## src/sensor_output_params.svh

```systemverilog
// constants of the sensor output data register group
`ifndef SENSOR_OUTPUT_PARAMS_SVH
`define SENSOR_OUTPUT_PARAMS_SVH
// register offsets
`define ADDR_TEMPERATURE 8'h01
`define ADDR_VECTOR_MAGNITUDE_LOW 8'h02
`define ADDR_VECTOR_MAGNITUDE_HIGH 8'h03
`define ADDR_X_LOW 8'h04
`define ADDR_X_HIGH 8'h05
`define ADDR_Y_LOW 8'h06
`define ADDR_Y_HIGH 8'h07
`define ADDR_Z_LOW 8'h08
`define ADDR_Z_HIGH 8'h09
// reset value of every output register
`define DATA_RESET 8'h00
// code that the temperature channel gives at 25 degrees c
`define TEMP_ZERO_CODE 8'h00
// acquisition channels in conversion order
`define CHAN_TEMP 2'h0
`define CHAN_X 2'h1
`define CHAN_Y 2'h2
`define CHAN_Z 2'h3
// timing: clock period and spacing of acquisitions
`define CLK_PERIOD_NS 8
`define ACQ_GAP_NS 40000
`endif

```

## src/sensor_output_pkg.sv

```systemverilog
// types shared by the sensor output data modules
package sensor_output_pkg;
   // acquisition sequencer states
   typedef enum logic [1:0] {
      SEQ_IDLE,
      SEQ_START,
      SEQ_WAIT
   } seq_state_t;

   // sequencer state
   typedef struct packed {
      seq_state_t st;
      logic [1:0] chan;
      logic [15:0] timer;
      logic [7:0] temp;
      logic [11:0] x;
      logic [11:0] y;
      logic [11:0] z;
      logic start;
      logic valid;
   } seq_regs_t;

   // magnitude calculator state
   typedef struct packed {
      logic busy;
      logic [3:0] idx;
      logic [23:0] sum;
      logic [11:0] res;
      logic done;
   } mag_regs_t;

   // output register bank state
   typedef struct packed {
      logic [7:0] temp;
      logic [11:0] x;
      logic [11:0] y;
      logic [11:0] z;
      logic [11:0] vector_magnitude;
      logic drdy;
      logic [7:0] rdata;
      logic [7:0] next_addr;
   } bank_regs_t;
endpackage

```

## src/acquisition_sequencer.sv

```systemverilog
// acquisition sequencer: temperature, then x, y, z, spaced in time
`timescale 1ns/1ps
`include "sensor_output_params.svh"
module acquisition_sequencer #(
   parameter int GAP_CYCLES = 5000
) (
   input wire logic ref_clk_i,
   input wire logic reset_i,
   input wire logic ce_i,
   input wire logic odr_tick_i,
   input wire logic adc_done_i,
   input wire logic [11:0] adc_data_i,
   output logic adc_start_o,
   output logic [1:0] adc_channel_o,
   output logic sample_valid_o,
   output logic [7:0] temp_o,
   output logic [11:0] x_o,
   output logic [11:0] y_o,
   output logic [11:0] z_o
);
   sensor_output_pkg::seq_regs_t q, d; // state and next state

   // next state: one conversion per rate tick
   always_comb begin
      d = q;
      d.start = 1'b0;
      d.valid = 1'b0;
      if (q.timer != 16'h0000) begin
         d.timer = q.timer - 16'h0001;
      end
      case (q.st)
         sensor_output_pkg::SEQ_IDLE: begin
            if (odr_tick_i) begin
               d.chan = `CHAN_TEMP; // temperature first
               d.st = sensor_output_pkg::SEQ_START;
            end
         end
         sensor_output_pkg::SEQ_START: begin
            // start only once the spacing has run out
            if (q.timer == 16'h0000) begin
               d.start = 1'b1;
               d.timer = 16'(GAP_CYCLES - 1);
               d.st = sensor_output_pkg::SEQ_WAIT;
            end
         end
         sensor_output_pkg::SEQ_WAIT: begin
            if (adc_done_i) begin
               case (q.chan)
                  `CHAN_TEMP: d.temp = adc_data_i[7:0];
                  `CHAN_X: d.x = adc_data_i;
                  `CHAN_Y: d.y = adc_data_i;
                  default: d.z = adc_data_i;
               endcase
               if (q.chan == `CHAN_Z) begin
                  d.valid = 1'b1; // whole sample ready
                  d.st = sensor_output_pkg::SEQ_IDLE;
               end else begin
                  d.chan = q.chan + 2'h1; // x, y, z in turn
                  d.st = sensor_output_pkg::SEQ_START;
               end
            end
         end
         default: d.st = sensor_output_pkg::SEQ_IDLE;
      endcase
   end

   // state register, frozen while ce_i is low
   always_ff @(posedge ref_clk_i) begin
      if (reset_i) begin
         q <= '0;
      end else if (ce_i) begin
         q <= d;
      end
   end

   assign adc_start_o = q.start;
   assign adc_channel_o = q.chan;
   assign sample_valid_o = q.valid;
   assign temp_o = q.temp;
   assign x_o = q.x;
   assign y_o = q.y;
   assign z_o = q.z;

   // a conversion always opens with the temperature channel
   a_temp_first: assert property (@(posedge ref_clk_i) disable iff (reset_i)
      ce_i && q.st == sensor_output_pkg::SEQ_IDLE && odr_tick_i |=> q.chan == `CHAN_TEMP)
      else $error("conversion did not start with temperature");
   // after a start the next one waits out the full spacing
   a_gap_held: assert property (@(posedge ref_clk_i) disable iff (reset_i)
      ce_i && q.start |-> q.timer == 16'(GAP_CYCLES - 1))
      else $error("acquisition spacing not loaded");
endmodule // acquisition_sequencer

```

## src/sensor_output_data_regs.sv

```systemverilog
// read-only output data register group of a 3-axis accelerometer
`timescale 1ns/1ps
`include "sensor_output_params.svh"
// Summary of operation
// - temperature is 8-bit two's complement
// - temperature zero means 25 degrees c
// - temperature refreshed every output sample period
// - magnitude computed only while enable set
// - magnitude register read clears data ready
// - magnitude at 02h/03h, upper bits zero in little endian
// - endian select orders magnitude and axes
// - x, y, z 12-bit over 04h-09h
// - all results latch with data ready
// - fast read skips axis high bytes in bursts
// - fast read puts axis high byte at low
// - little endian: low byte first, sign-extended
// - big endian: high byte first, nibble left
// - temperature then x, y, z, 40 us
// - axis register read clears data ready
// - sign bits copy axis bit 11
module sensor_output_data_regs #(
   parameter int GAP_CYCLES = `ACQ_GAP_NS / `CLK_PERIOD_NS // acquisition spacing
) (
   input wire logic ref_clk_i,
   input wire logic reset_i,
   input wire logic ce_i,
   input wire logic odr_tick_i, // one pulse per output sample period
   input wire logic adc_done_i, // converter has a result
   input wire logic [11:0] adc_data_i, // converter result
   output logic adc_start_o, // start a conversion
   output logic [1:0] adc_channel_o, // channel being converted
   input wire logic magnitude_calc_enable_i, // magnitude calculation on
   input wire logic endian_select_i, // 1 selects big endian
   input wire logic fast_read_i, // 1 selects fast read
   input wire logic rd_en_i, // host read strobe
   input wire logic wr_en_i, // host write strobe
   input wire logic [7:0] addr_i, // host register address
   input wire logic [7:0] wdata_i, // host write data, never stored
   output logic [7:0] rdata_o, // read data
   output logic [7:0] next_addr_o, // burst address after this read
   output logic data_ready_flag_o // new sample ready
);
   sensor_output_pkg::bank_regs_t q, d; // state and next state
   logic seq_valid; // sequencer has a full sample
   logic [7:0] seq_temp; // raw temperature code
   logic [11:0] seq_x; // raw x
   logic [11:0] seq_y; // raw y
   logic [11:0] seq_z; // raw z
   logic mag_start; // launch a magnitude calculation
   logic mag_done; // magnitude ready
   logic [11:0] mag_value; // magnitude result
   logic latch; // take the new sample now

   // refuse a spacing that the sequencer timer cannot hold
   if (GAP_CYCLES < 1 || GAP_CYCLES > 65535) begin : g_gap_check
      $error("GAP_CYCLES out of range");
   end

   // one byte of a 12-bit value for a given order and half
   function automatic logic [7:0] pick_byte(
      input logic [11:0] v, // value
      input logic hi, // 1 for the upper address of the pair
      input logic sgn, // 1 for a signed axis value
      input logic be, // big endian
      input logic fr // fast read
   );
      logic [7:0] b;
      b = v[7:0]; // little endian low byte
      if (!hi && (be || (fr && sgn))) begin
         b = v[11:4]; // high byte at lower address
      end else if (hi && be) begin
         b = {v[3:0], 4'h0}; // low nibble left justified
      end else if (hi) begin
         // upper nibble right justified, filled with sign or zero
         b = {(sgn ? {4{v[11]}} : 4'h0), v[11:8]};
      end
      return b;
   endfunction

   // true for addresses whose read clears the data ready flag
   function automatic logic clears_ready(input logic [7:0] a);
      return a >= `ADDR_VECTOR_MAGNITUDE_LOW && a <= `ADDR_Z_HIGH;
   endfunction

   // true for the lower address of an axis pair
   function automatic logic axis_low(input logic [7:0] a);
      return a == `ADDR_X_LOW || a == `ADDR_Y_LOW || a == `ADDR_Z_LOW;
   endfunction

   // read data for one address
   function automatic logic [7:0] read_byte(
      input logic [7:0] a,
      input sensor_output_pkg::bank_regs_t r,
      input logic be,
      input logic fr
   );
      logic [7:0] b;
      b = `DATA_RESET; // unmapped addresses read zero
      case (a)
         `ADDR_TEMPERATURE: b = r.temp;
         `ADDR_VECTOR_MAGNITUDE_LOW: b = pick_byte(r.vector_magnitude, 1'b0, 1'b0, be, fr);
         `ADDR_VECTOR_MAGNITUDE_HIGH: b = pick_byte(r.vector_magnitude, 1'b1, 1'b0, be, fr);
         `ADDR_X_LOW: b = pick_byte(r.x, 1'b0, 1'b1, be, fr);
         `ADDR_X_HIGH: b = pick_byte(r.x, 1'b1, 1'b1, be, fr);
         `ADDR_Y_LOW: b = pick_byte(r.y, 1'b0, 1'b1, be, fr);
         `ADDR_Y_HIGH: b = pick_byte(r.y, 1'b1, 1'b1, be, fr);
         `ADDR_Z_LOW: b = pick_byte(r.z, 1'b0, 1'b1, be, fr);
         `ADDR_Z_HIGH: b = pick_byte(r.z, 1'b1, 1'b1, be, fr);
         default: b = `DATA_RESET;
      endcase
      return b;
   endfunction

   // temperature then x, y, z, spaced by the acquisition gap
   acquisition_sequencer #(
      .GAP_CYCLES(GAP_CYCLES)
   ) u_sequencer (
      .ref_clk_i(ref_clk_i),
      .reset_i(reset_i),
      .ce_i(ce_i),
      .odr_tick_i(odr_tick_i),
      .adc_done_i(adc_done_i),
      .adc_data_i(adc_data_i),
      .adc_start_o(adc_start_o),
      .adc_channel_o(adc_channel_o),
      .sample_valid_o(seq_valid),
      .temp_o(seq_temp),
      .x_o(seq_x),
      .y_o(seq_y),
      .z_o(seq_z)
   );

   // magnitude runs only while enabled
   assign mag_start = seq_valid && magnitude_calc_enable_i;

   // square root of the sum of squares
   vector_magnitude_calc u_magnitude (
      .ref_clk_i(ref_clk_i),
      .reset_i(reset_i),
      .ce_i(ce_i),
      .start_i(mag_start),
      .x_i(seq_x),
      .y_i(seq_y),
      .z_i(seq_z),
      .done_o(mag_done),
      .mag_o(mag_value)
   );

   // latch when the magnitude is done, or at once if it is not computed
   assign latch = (seq_valid && !magnitude_calc_enable_i) || mag_done;

   // next state: host reads and sample latching
   always_comb begin
      d = q;
      if (rd_en_i) begin
         d.rdata = read_byte(addr_i, q, endian_select_i, fast_read_i);
         if (fast_read_i && axis_low(addr_i)) begin
            d.next_addr = 8'(addr_i + 8'h02); // skip the high byte
         end else begin
            d.next_addr = 8'(addr_i + 8'h01); // plain auto-increment
         end
         if (clears_ready(addr_i)) begin
            d.drdy = 1'b0; // read of a magnitude or axis register
         end
      end
      // wr_en_i and wdata_i never reach the state
      if (latch) begin
         d.temp = 8'(seq_temp - `TEMP_ZERO_CODE); // zero reads as 25 degrees c
         d.x = seq_x;
         d.y = seq_y;
         d.z = seq_z;
         if (mag_done) begin
            d.vector_magnitude = mag_value;
         end
         d.drdy = 1'b1; // set wins over a clearing read
      end
   end

   // state register, frozen while ce_i is low
   always_ff @(posedge ref_clk_i) begin
      if (reset_i) begin
         q <= '0; // magnitude and flag reset to zero
      end else if (ce_i) begin
         q <= d;
      end
   end

   assign rdata_o = q.rdata;
   assign next_addr_o = q.next_addr;
   assign data_ready_flag_o = q.drdy;

   // a latch raises the flag and loads x and z together
   a_latch_flag: assert property (@(posedge ref_clk_i) disable iff (reset_i)
      ce_i && latch |=> q.drdy && q.x == $past(seq_x) && q.z == $past(seq_z))
      else $error("sample not latched with data ready");

   // reading a magnitude register clears the flag
   a_vector_magnitude_clear: assert property (@(posedge ref_clk_i) disable iff (reset_i)
      ce_i && rd_en_i && !latch && (addr_i == `ADDR_VECTOR_MAGNITUDE_LOW || addr_i == `ADDR_VECTOR_MAGNITUDE_HIGH)
      |=> !q.drdy)
      else $error("magnitude read left data ready set");

   // reading an axis register clears the flag
   a_axis_clear: assert property (@(posedge ref_clk_i) disable iff (reset_i)
      ce_i && rd_en_i && !latch && addr_i >= `ADDR_X_LOW && addr_i <= `ADDR_Z_HIGH
      |=> !q.drdy)
      else $error("axis read left data ready set");

   // temperature read returns the register
   a_temp_read: assert property (@(posedge ref_clk_i) disable iff (reset_i)
      ce_i && rd_en_i && addr_i == `ADDR_TEMPERATURE |=> rdata_o == $past(q.temp))
      else $error("temperature read mismatch");

   // little endian high byte carries four sign copies
   a_le_sign: assert property (@(posedge ref_clk_i) disable iff (reset_i)
      ce_i && rd_en_i && addr_i == `ADDR_Y_HIGH && !endian_select_i
      |=> rdata_o == {{4{$past(q.y[11])}}, $past(q.y[11:8])})
      else $error("little endian high byte wrong");

   // big endian pair: low nibble on the left at the upper address
   a_be_pair: assert property (@(posedge ref_clk_i) disable iff (reset_i)
      ce_i && rd_en_i && addr_i == `ADDR_X_HIGH && endian_select_i
      |=> rdata_o == {$past(q.x[3:0]), 4'h0})
      else $error("big endian low nibble wrong");

   // fast read puts the high byte at the low address
   a_fast_msb: assert property (@(posedge ref_clk_i) disable iff (reset_i)
      ce_i && rd_en_i && addr_i == `ADDR_Z_LOW && fast_read_i
      |=> rdata_o == $past(q.z[11:4]))
      else $error("fast read byte wrong");

   // fast read burst steps over the high byte
   a_fast_skip: assert property (@(posedge ref_clk_i) disable iff (reset_i)
      ce_i && rd_en_i && axis_low(addr_i) && fast_read_i
      |=> next_addr_o == 8'($past(addr_i) + 8'h02))
      else $error("fast read did not skip high byte");

   // little endian magnitude high register keeps its top nibble zero
   a_vector_magnitude_upper: assert property (@(posedge ref_clk_i) disable iff (reset_i)
      ce_i && rd_en_i && addr_i == `ADDR_VECTOR_MAGNITUDE_HIGH && !endian_select_i
      |=> rdata_o[7:4] == 4'h0)
      else $error("magnitude upper bits not zero");

   // with the calculation off the magnitude stays put
   a_vector_magnitude_hold: assert property (@(posedge ref_clk_i) disable iff (reset_i)
      ce_i && !mag_done |=> $stable(q.vector_magnitude))
      else $error("magnitude changed without a calculation");

   // a write alone changes no data register
   a_write_ignored: assert property (@(posedge ref_clk_i) disable iff (reset_i)
      ce_i && wr_en_i && !rd_en_i && !latch |=> $stable(q))
      else $error("write changed register contents");

   // clock enable low holds every register
   a_ce_freeze: assert property (@(posedge ref_clk_i) disable iff (reset_i)
      !ce_i |=> $stable(q))
      else $error("state changed while clock enable low");

   // a latch loads the temperature of the same sample
   a_temp_latch: assert property (@(posedge ref_clk_i) disable iff (reset_i)
      ce_i && latch |=> q.temp == 8'($past(seq_temp) - `TEMP_ZERO_CODE))
      else $error("temperature not latched");

   // a latch loads y together with x and z
   a_y_latch: assert property (@(posedge ref_clk_i) disable iff (reset_i)
      ce_i && latch |=> q.y == $past(seq_y))
      else $error("y not latched with the sample");

   // the flag rises only with a latch
   a_flag_rise: assert property (@(posedge ref_clk_i) disable iff (reset_i)
      ce_i && !latch |=> !$rose(q.drdy))
      else $error("data ready rose without a latch");

   // a finished calculation loads the magnitude
   a_vector_magnitude_load: assert property (@(posedge ref_clk_i) disable iff (reset_i)
      ce_i && mag_done |=> q.vector_magnitude == $past(mag_value))
      else $error("magnitude result not loaded");

   // little endian magnitude low byte
   a_vector_magnitude_low: assert property (@(posedge ref_clk_i) disable iff (reset_i)
      ce_i && rd_en_i && addr_i == `ADDR_VECTOR_MAGNITUDE_LOW && !endian_select_i
      |=> rdata_o == $past(q.vector_magnitude[7:0]))
      else $error("magnitude low byte wrong");

   // little endian axis low byte at the lower address
   a_le_low: assert property (@(posedge ref_clk_i) disable iff (reset_i)
      ce_i && rd_en_i && addr_i == `ADDR_X_LOW && !endian_select_i && !fast_read_i
      |=> rdata_o == $past(q.x[7:0]))
      else $error("little endian low byte wrong");

   // big endian puts the high byte at the lower address
   a_be_msb: assert property (@(posedge ref_clk_i) disable iff (reset_i)
      ce_i && rd_en_i && addr_i == `ADDR_Y_LOW && endian_select_i
      |=> rdata_o == $past(q.y[11:4]))
      else $error("big endian high byte wrong");

   // little endian z high byte carries four copies of the sign
   a_z_sign: assert property (@(posedge ref_clk_i) disable iff (reset_i)
      ce_i && rd_en_i && addr_i == `ADDR_Z_HIGH && !endian_select_i
      |=> rdata_o[7:4] == {4{$past(q.z[11])}})
      else $error("z sign bits wrong");

   // without fast read the burst address steps by one
   a_plain_step: assert property (@(posedge ref_clk_i) disable iff (reset_i)
      ce_i && rd_en_i && !fast_read_i |=> next_addr_o == 8'($past(addr_i) + 8'h01))
      else $error("plain burst step wrong");
endmodule // sensor_output_data_regs

```

## src/vector_magnitude_calc.sv

```systemverilog
// iterative square root of x*x + y*y + z*z, one result bit per cycle
`timescale 1ns/1ps
module vector_magnitude_calc (
   input wire logic ref_clk_i,
   input wire logic reset_i,
   input wire logic ce_i,
   input wire logic start_i,
   input wire logic [11:0] x_i,
   input wire logic [11:0] y_i,
   input wire logic [11:0] z_i,
   output logic done_o,
   output logic [11:0] mag_o
);
   sensor_output_pkg::mag_regs_t q, d; // state and next state

   // next state: load the sum of squares, then settle bits msb first
   always_comb begin
      logic [11:0] trial;
      trial = '0;
      d = q;
      d.done = 1'b0;
      if (!q.busy && start_i) begin
         d.sum = 24'($signed(x_i) * $signed(x_i)) + 24'($signed(y_i) * $signed(y_i))
            + 24'($signed(z_i) * $signed(z_i));
         d.res = 12'h000;
         d.idx = 4'hb;
         d.busy = 1'b1;
      end else if (q.busy) begin
         trial = q.res | (12'h001 << q.idx);
         if (24'(trial) * 24'(trial) <= q.sum) begin
            d.res = trial; // keep this bit
         end
         if (q.idx == 4'h0) begin
            d.busy = 1'b0;
            d.done = 1'b1;
         end else begin
            d.idx = q.idx - 4'h1;
         end
      end
   end

   // state register, frozen while ce_i is low
   always_ff @(posedge ref_clk_i) begin
      if (reset_i) begin
         q <= '0;
      end else if (ce_i) begin
         q <= d;
      end
   end

   assign done_o = q.done;
   assign mag_o = q.res;

   // the result never overshoots the root
   a_root_bound: assert property (@(posedge ref_clk_i) disable iff (reset_i)
      q.done |-> 24'(q.res) * 24'(q.res) <= q.sum)
      else $error("magnitude larger than root of sum");
endmodule // vector_magnitude_calc
```

## config.mk

```make
export PLATFORM = sky130hd
export DESIGN_NAME = sensor_output_data_regs
export DESIGN_NICKNAME = d
export VERILOG_FILES = /design/src/sensor_output_pkg.sv /design/src/acquisition_sequencer.sv /design/src/sensor_output_data_regs.sv /design/src/vector_magnitude_calc.sv
export VERILOG_INCLUDE_DIRS = /design/src
export SDC_FILE = /design/constraint.sdc
export NUM_CORES = 2
export LEC_CHECK = 0
export BUFFER_PORTS_ARGS = -buffer_cell sky130_fd_sc_hd__buf_2
export CAP_MARGIN = 20
export CORE_UTILIZATION = 50
export CTS_CLUSTER_SIZE = 25
export DETAILED_ROUTE_END_ITERATION = 10
export PLACE_DENSITY_LB_ADDON = 0.2
export REMOVE_ABC_BUFFERS = 1
export SLEW_MARGIN = 15
export SYNTH_ARGS = -nofsm -noshare
export SYNTH_HDL_FRONTEND = slang
export SYNTH_SLANG_ARGS = --single-unit
```

## constraint.sdc

```tcl
create_clock -name ref_clk_i -period 8 [get_ports ref_clk_i]
set_input_delay 0.4 -clock ref_clk_i [delete_from_list [all_inputs] [get_ports ref_clk_i]]
set_output_delay 0.4 -clock ref_clk_i [all_outputs]
set_load 0.005 [all_outputs]
```

; ---- After elaboration in Yosys (flattened, before gate mapping)
; Cells that the tools add are included.
[totals]
register_bits = 181
elab_cells = 130
inputBits = 38
out_inout_bits = 20
[op_classes]
eq_ne = 19
addsub = 7
bitwise_logic = 2
n_mux = 37
order_cmp = 3
reduce_logical = 35
n_shift = 1
multipliers = 4
[op_table]
columns = operator, count
row1 = 12-bit by 12-bit multiplier with 24-bit output, 4
row2 = 8-bit 2-to-1 mux, 9
row3 = 8-bit one-hot mux with 9 select lines, 1
row4 = 24-bit adder, 2
row5 = 16-bit 2-to-1 mux, 3
row6 = 8-bit by 3-bit == test with 1-bit output (second input constant), 4
row7 = 24-bit <= comparator, 1
row8 = 12-bit 2-to-1 mux, 2
row9 = 4-bit AND reduction, 5
row10 = 17-bit 2-to-1 mux, 1
row11 = 8-bit by 2-bit == test with 1-bit output (second input constant), 2
row12 = 8-bit by 4-bit == test with 1-bit output (second input constant), 2
row13 = 16-bit logical NOT, 1
row14 = 16-bit nonzero test, 1
row15 = 16-bit by 1-bit subtractor with 16-bit output (second input constant), 1
row16 = 13-bit 2-to-1 mux, 1
row17 = 4-bit 2-to-1 mux, 3
row18 = 12-bit OR, 1
row19 = 3-bit AND reduction, 4
row20 = 1-bit by 4-bit << shifter with 12-bit output (first input constant), 1
row21 = 1-bit 2-to-1 mux, 11
row22 = 5-bit 2-to-1 mux, 2
row23 = 2-bit nonzero test, 5
row24 = 8-bit by 1-bit adder with 8-bit output (second input constant), 1
row25 = other kinds (22), 40

; ---- Logic depth before layout (Yosys ltp)
[depth]
word_depth = 7
ltp_mapped = 33
mapped_depth_nobuf = 31

; ---- Hierarchy
; Synthesis repeated with hierarchy kept, for this count alone.
[hier_totals]
cells_unflattened = 3083
area_unflattened_um2 = 27949.3
[by_module_without_submodules]
columns = mod, area_each_um2, cells_per_inst, seq_area_each_um2, instances
row1 = vector_magnitude_calc, 20661.1, 2176, 840.8, 1
row2 = sensor_output_data_regs, 4026.4, 504, 1461.4, 1
row3 = acquisition_sequencer, 3261.9, 403, 1321.3, 1

; ---- Least setup slack after synthesis
; No wires, ideal clock.
[synth_timing]
path_kind = reg-to-reg
startpoint = register u_magnitude.q[37] (netlist name)
endpoint = register u_magnitude.q, in the netlist u_magnitude.mag_o[10]
slack_ns = 0.560
setup_ns = 0.059
path_stages_with_launch = 33
synth_period_minus_slack_ns = 7.440
arrival_ns = 7.382
n_path_buf = 2
t_required_ns = 7.941
cell_sequence = dfxtp_1 inv_1 ha_1 a21o_1 inv_1 clkbuf_1 nor2_1 fa_1 inv_1 fa_1 inv_1 fa_1 fa_1 inv_1 fa_1 inv_1 ha_1 a21o_1 a21o_1 a22o_1 o21ba_2 a21boi_1 a21oi_1 xnor2_1 ha_1 nand3_1 nor3_2 nand3_1 or3_1 or4_1 o31ai_2 buf_6 o211a_1
[synth_between]
elab_chain_cells = 6
word_cells_on_any_way = 9
cone_classes = mul: 1 / order compare: 1 / shift: 1 / mux: 3 / bitwise: 1 / reduce/logical: 2
[synth_lines]
columns = item, line
row1 = "start, declared", vector_magnitude_calc.sv:14  ; sensor_output_pkg::mag_regs_t q, d;
row2 = "start signal, assigned", vector_magnitude_calc.sv:45  ; q <= '0;
row3 = "start signal, assigned", vector_magnitude_calc.sv:47  ; q <= d;
row4 = 1-bit by 4-bit << shifter with 12-bit output *, vector_magnitude_calc.sv:29  ; trial = q.res | (12'h001 << q.idx);
row5 = 12-bit OR *, vector_magnitude_calc.sv:29
row6 = 12-bit by 12-bit multiplier with 24-bit output, vector_magnitude_calc.sv:30  ; if (24'(trial) * 24'(trial) <= q.sum) begin
row7 = 24-bit <= comparator, vector_magnitude_calc.sv:30
row8 = 2-bit nonzero test (no source line), -
row9 = 3-bit AND reduction (no source line), -
; Every way passes the cells marked *; elsewhere a longest branch is shown, timed or not. The select of a mux whose other input is x is not followed.
; A chain may end at the register's enable or synchronous reset.

; ---- Worst setup path after layout
[layout_timing]
startpoint = register u_magnitude.q[40] (netlist name)
endpoint = register u_magnitude.q, in the netlist u_magnitude.mag_o[10]
; Same word-level chain as after synthesis.

==> metrics.sh <==
CLOCK_TREE_FROM_TRITONCTS='yes'
WORST_PIN_SLEW_PS=893
FLOORPLAN.INITIALDENSITY_PCT=51.0
NUM-FILL-CELLS=4957
POST-ROUTE-MIN-PERIOD_PS=7630
DRC=0
WORSTSKEWPAIRLATENCY_PS=450
MAX_FREQ_GHz=0.131
VIAS_PER_CELL=5.24
STATUS='finished, final reports clean'
DOMINANTREGCELLSYNTH='sky130_fd_sc_hd__dfxtp_1'
CTS_BUFFER_DEPTH=2
NUMPORTBUFFERS=48
NUMCTSBUFFERS=17
STD_CELL_ROWS=84
ROUTE.ANTENNA.REMAINING_NETS=0
SYNTHADDERAREAFRAC_PCT=48.6
GRT_PASS1_VIAS=21000
DIE-WIDTH_UM=234
GRT_START_MAX_NET_PINS=83
ROUTE.VIAS.TOTAL=19700
COUNT_OF_DISTINCT_CELL_TYPES_IN_THE_SYNTHESIZED_NETLIST=78
MAX_CAP_VIOLATIONS=0
SLEW_HEADROOM_PCT=40.4
ROUTED-WL-MET2_MM=32.9
CRITPATHSLOWESTCELL='sky130_fd_sc_hd__or4_4'
YOSYSTOPAREACELLSHARE_PCT=38.4
WORST_CLOCK_SKEW_PS=12.5
AREA_DELTA_SYNTH_FINAL_PCT=6.72
NUMBER_OF_ENABLE_FLIP_FLOP_CELLS_AFTER_SYNTHESIS=0
FINAL_CRITICAL_PATH_SETUP_SLACK_PS=375
OVERFLOW=0
GPL.FINAL_WEIGHTED_CONGESTION=0.934
SYNTH_LARGEST_AREA_CELL='sky130_fd_sc_hd__fa_1'
NUM_IO_PINS=58
POSTLAYOUTCOREUTIL_PCT=54.5
FRACTION_OF_LAYOUT_INSTANCES_USING_A_DRIVE_STRENGTH_ABOVE_1_PCT=6.87
WIRELENGTH_MET1_MM=28.9
MET3ROUTEDLENGTH_MM=2.76
CORE_AREA_UM2=53000
FINALHOLDVIOLATIONS=0
MOSTFREQUENTLAYOUTCELLS='sky130_fd_sc_hd__inv_1 (656), sky130_fd_sc_hd__fa_1 (518), sky130_fd_sc_hd__nand2_1 (432)'
DPL_WORST_SLACK_PS=-64.7
MOSTFREQUENTLAYOUTCELL='sky130_fd_sc_hd__inv_1'
CP_DATA_REQUIRED_TIME_PS=8390
SLOWEST_DELAY_PS=590
SYNTH_XOR_XNOR_AREA_SHARE_PCT=2.96
TOTAL_DIE_AREA_UM2=55000
SYN-INSTANCE-COUNT=3040
SYNTH_COMPOUND_GATE_AREA_SHARE_PCT=8.85
WORST_PATH_MOST_REPEATED_CELL='sky130_fd_sc_hd__fa_1'
DRT_FIRST_PASS_ITERS=7
PATH_CLK_SLEW_PS=70
DIEHEIGHT_UM=234
FINAL-SETUP-VIOL-COUNT=0
H-TREE-DEPTH=4
SYN-MEAN-INSTANCE-AREA_UM2=8.89
TIMING.CRITICAL_PATH.ARRIVAL_PS=8010
DR.FIRST_ITER.DRC_COUNT=1057
WIRELENGTH_MM=66.7
POSTCTSSETUPREPAIRBUFS=0
POST_SYNTH_MAIN_AREA_CONTRIBUTORS='sky130_fd_sc_hd__fa_1 (38%), sky130_fd_sc_hd__dfxtp_1 (13%), sky130_fd_sc_hd__ha_1 (10%)'
POST_SYNTH_AND_OR_NAND_NOR_AREA_FRACTION_PCT=14.1
HOLDCRITPATHCLASS='in -> reg'
CTS.SINKS=181
SETUP_REPAIR_AFTER_GLOBAL_ROUTING_MISSED_ITS_MARGIN='false'
TIMING.CRITICAL_PATH.TO_TYPE='register'
GRT_ANTENNA_BEFORE_REPAIR=1
YOSYS-MUX-AREA-FRACTION_PCT=0.731
WORSTSETUPPATHTYPE='reg -> reg'
COMBINATIONAL_FAMILY_WITH_THE_MOST_AREA_AFTER_SYNTHESIS='adder cells'
SYNTH-SEQ-AREA-SHARE_PCT=13.4
FINAL_MIN_PERIOD_OVER_CLOCK_PERIOD_PCT=95.3
AVGROUTEDWIREPERCELL_UM=17.7
FINAL.HOLD.WORST_SLACK_PS=213
GLOBAL_ROUTE.USAGE.TOTAL_PCT=25.6
DETAILED_PLACE_HPWL_MM=55.9
ASYNCSETRESETFLOPFRACSYNTH_PCT=0
REPORT.FINAL.SLEW_VIOL_COUNT=0
POSTSYNTHREGISTERBITS=181
TOP_SIGNAL_LAYER_USED='met4'
POWERDENSITY_nW_PER_UM2=73.4
LEAKAGEPOWER_nW=13.4
FIN_SETUP_TNS_PS=0
CRITICAL_PATH.STARTPOINT_TYPE='register'
SYNTH.CELL_AREA_UM2=27000
P_TOTAL_W=0.00212
GRT_PASS1_WL_MM=108
CTS_ROOT_BUFFER='sky130_fd_sc_hd__clkbuf_16'
TIMING.CRITICAL_PATH.FANOUT_MAX=7
WORST_IR_DROP_VDD_mV=0.179
NETS=3837
YOSYSWARNINGS=0
==> cell type report <==
class	instances	area [um^2]	share of cell area, %
clock inverter	14	119	0.412
timing repair buffer	127	836	2.90
inverter	666	2500	8.67
clock buffer	17	425	1.47
tap	688	861	2.98
sequential	181	3630	12.6
multi-input combinational	2067	20500	71.0
antenna	2	5.00	0.0174
==> routing by layer <==
layer | up-vias | global-route usage [%]
li1 | 9329 | -
met1 | 9939 | 33.7
met2 | 363 | 43.3
met3 | 94 | 3.90
met4 | 0 | 8.17
met5 | - | 0
==> path summary, 6_finish.rpt <==
path                                  startpoint                            endpoint  slack (ps)  cells past startpoint
setup reg to reg  u_magnitude.q[40]$_SDFFE_PP0P_  u_magnitude.mag_o[10]$_SDFFE_PP0P_         370                     29
hold reg to reg   u_magnitude.q[23]$_SDFFE_PP0P_      u_magnitude.q[23]$_SDFFE_PP0P_         450                      2
setup / recovery  u_magnitude.q[40]$_SDFFE_PP0P_  u_magnitude.mag_o[10]$_SDFFE_PP0P_         370                     29
hold / removal                     adc_data_i[8]     u_sequencer.y_o[8]$_SDFFE_PP0P_         210                      3
==> through the flow <==
step	instances	area, um^2
2_1_floorplan	2913	26500
3_3_place_gp	3728	28200
3_5_place_dp	3728	28200
4_1_cts	3759	28700
5_1_grt	3760	28800
6_report	3762	28800
==> cells in the mapped netlist, drive strengths merged, types with 5 or more instances <==
cell and n:
or3 6, a211oi 19, and2 118, and3 7
ha 221, fa 518, o41ai 8, o21ai 36
a22o 8, inv 661, nand2 433, a21o 23
clkbuf 103, a21boi 5, nor2b 17, nor3 28
nand3 29, a32oi 5, dfxtp 181, clkinv 5
xnor2 62, buf 24, nor2 148, a21oi 207
a32o 5, mux2 6, o21a 10, nand2b 22
o211a 12, xor2 19, nand3b 6, a221oi 7
nor4 6, mux2i 13
==> power by group <==
group	leakage, nW	internal, W	switching (W)
clock network	0.271	0.000405	0.000395
registers	1.46	0.000938	0.0000427
logic	11.7	0.000148	0.000187
total	13.4	0.00149	0.000625
==> kinds of logic (layout without fill, tap and decap cells) <==
| group | count (synthesis) | after routing |
|---|---|---|
| adder cells (fa/ha/maj) | 739 | 739 |
| AND/OR/NAND/NOR | 840 | 840 |
| flip-flops | 181 | 181 |
| other | 0 | 2 |
| multiplexers | 19 | 19 |
| AO/OA/AOI/OAI | 383 | 384 |
| XOR/XNOR | 85 | 85 |
| buffers and inverters | 793 | 824 |
==> registers in the layout, indices dropped and copies added, names as in the netlist <==
| name | flops |
|---|---|
| u_magnitude.mag_o | 12 |
| u_sequencer.z_o | 12 |
| u_sequencer.adc_channel_o | 2 |
| u_sequencer.temp_o | 8 |
| next_addr_o | 8 |
| u_sequencer.y_o | 12 |
| u_sequencer.q | 18 |
| u_sequencer.x_o | 12 |
| rdata_o | 8 |
| u_sequencer.sample_valid_o | 1 |
| q | 56 |
| u_sequencer.adc_start_o | 1 |
| u_magnitude.q | 29 |
| data_ready_flag_o | 1 |
| u_magnitude.done_o | 1 |
==> timing repair <==
action                                  4_1_cts  5_1_grt
pin swaps                                     0        3
hold buffers                                  0        0
gates cloned                                  0        1
endpoints found under the hold margin         0        0
endpoints found under the setup margin       12       12
gates resized for setup                       1       28
==> critical path: cells and delay by family, from the launching register on <==
kind,cells,cell delay (ps)
AOI/OAI and AO/OA,8,1530
buffers and inverters,5,430
and+or+nand+nor,9,2050
DFF,1,400
adders and majority gates,7,3160
Note: power is estimated with default switching activity, not from simulation.
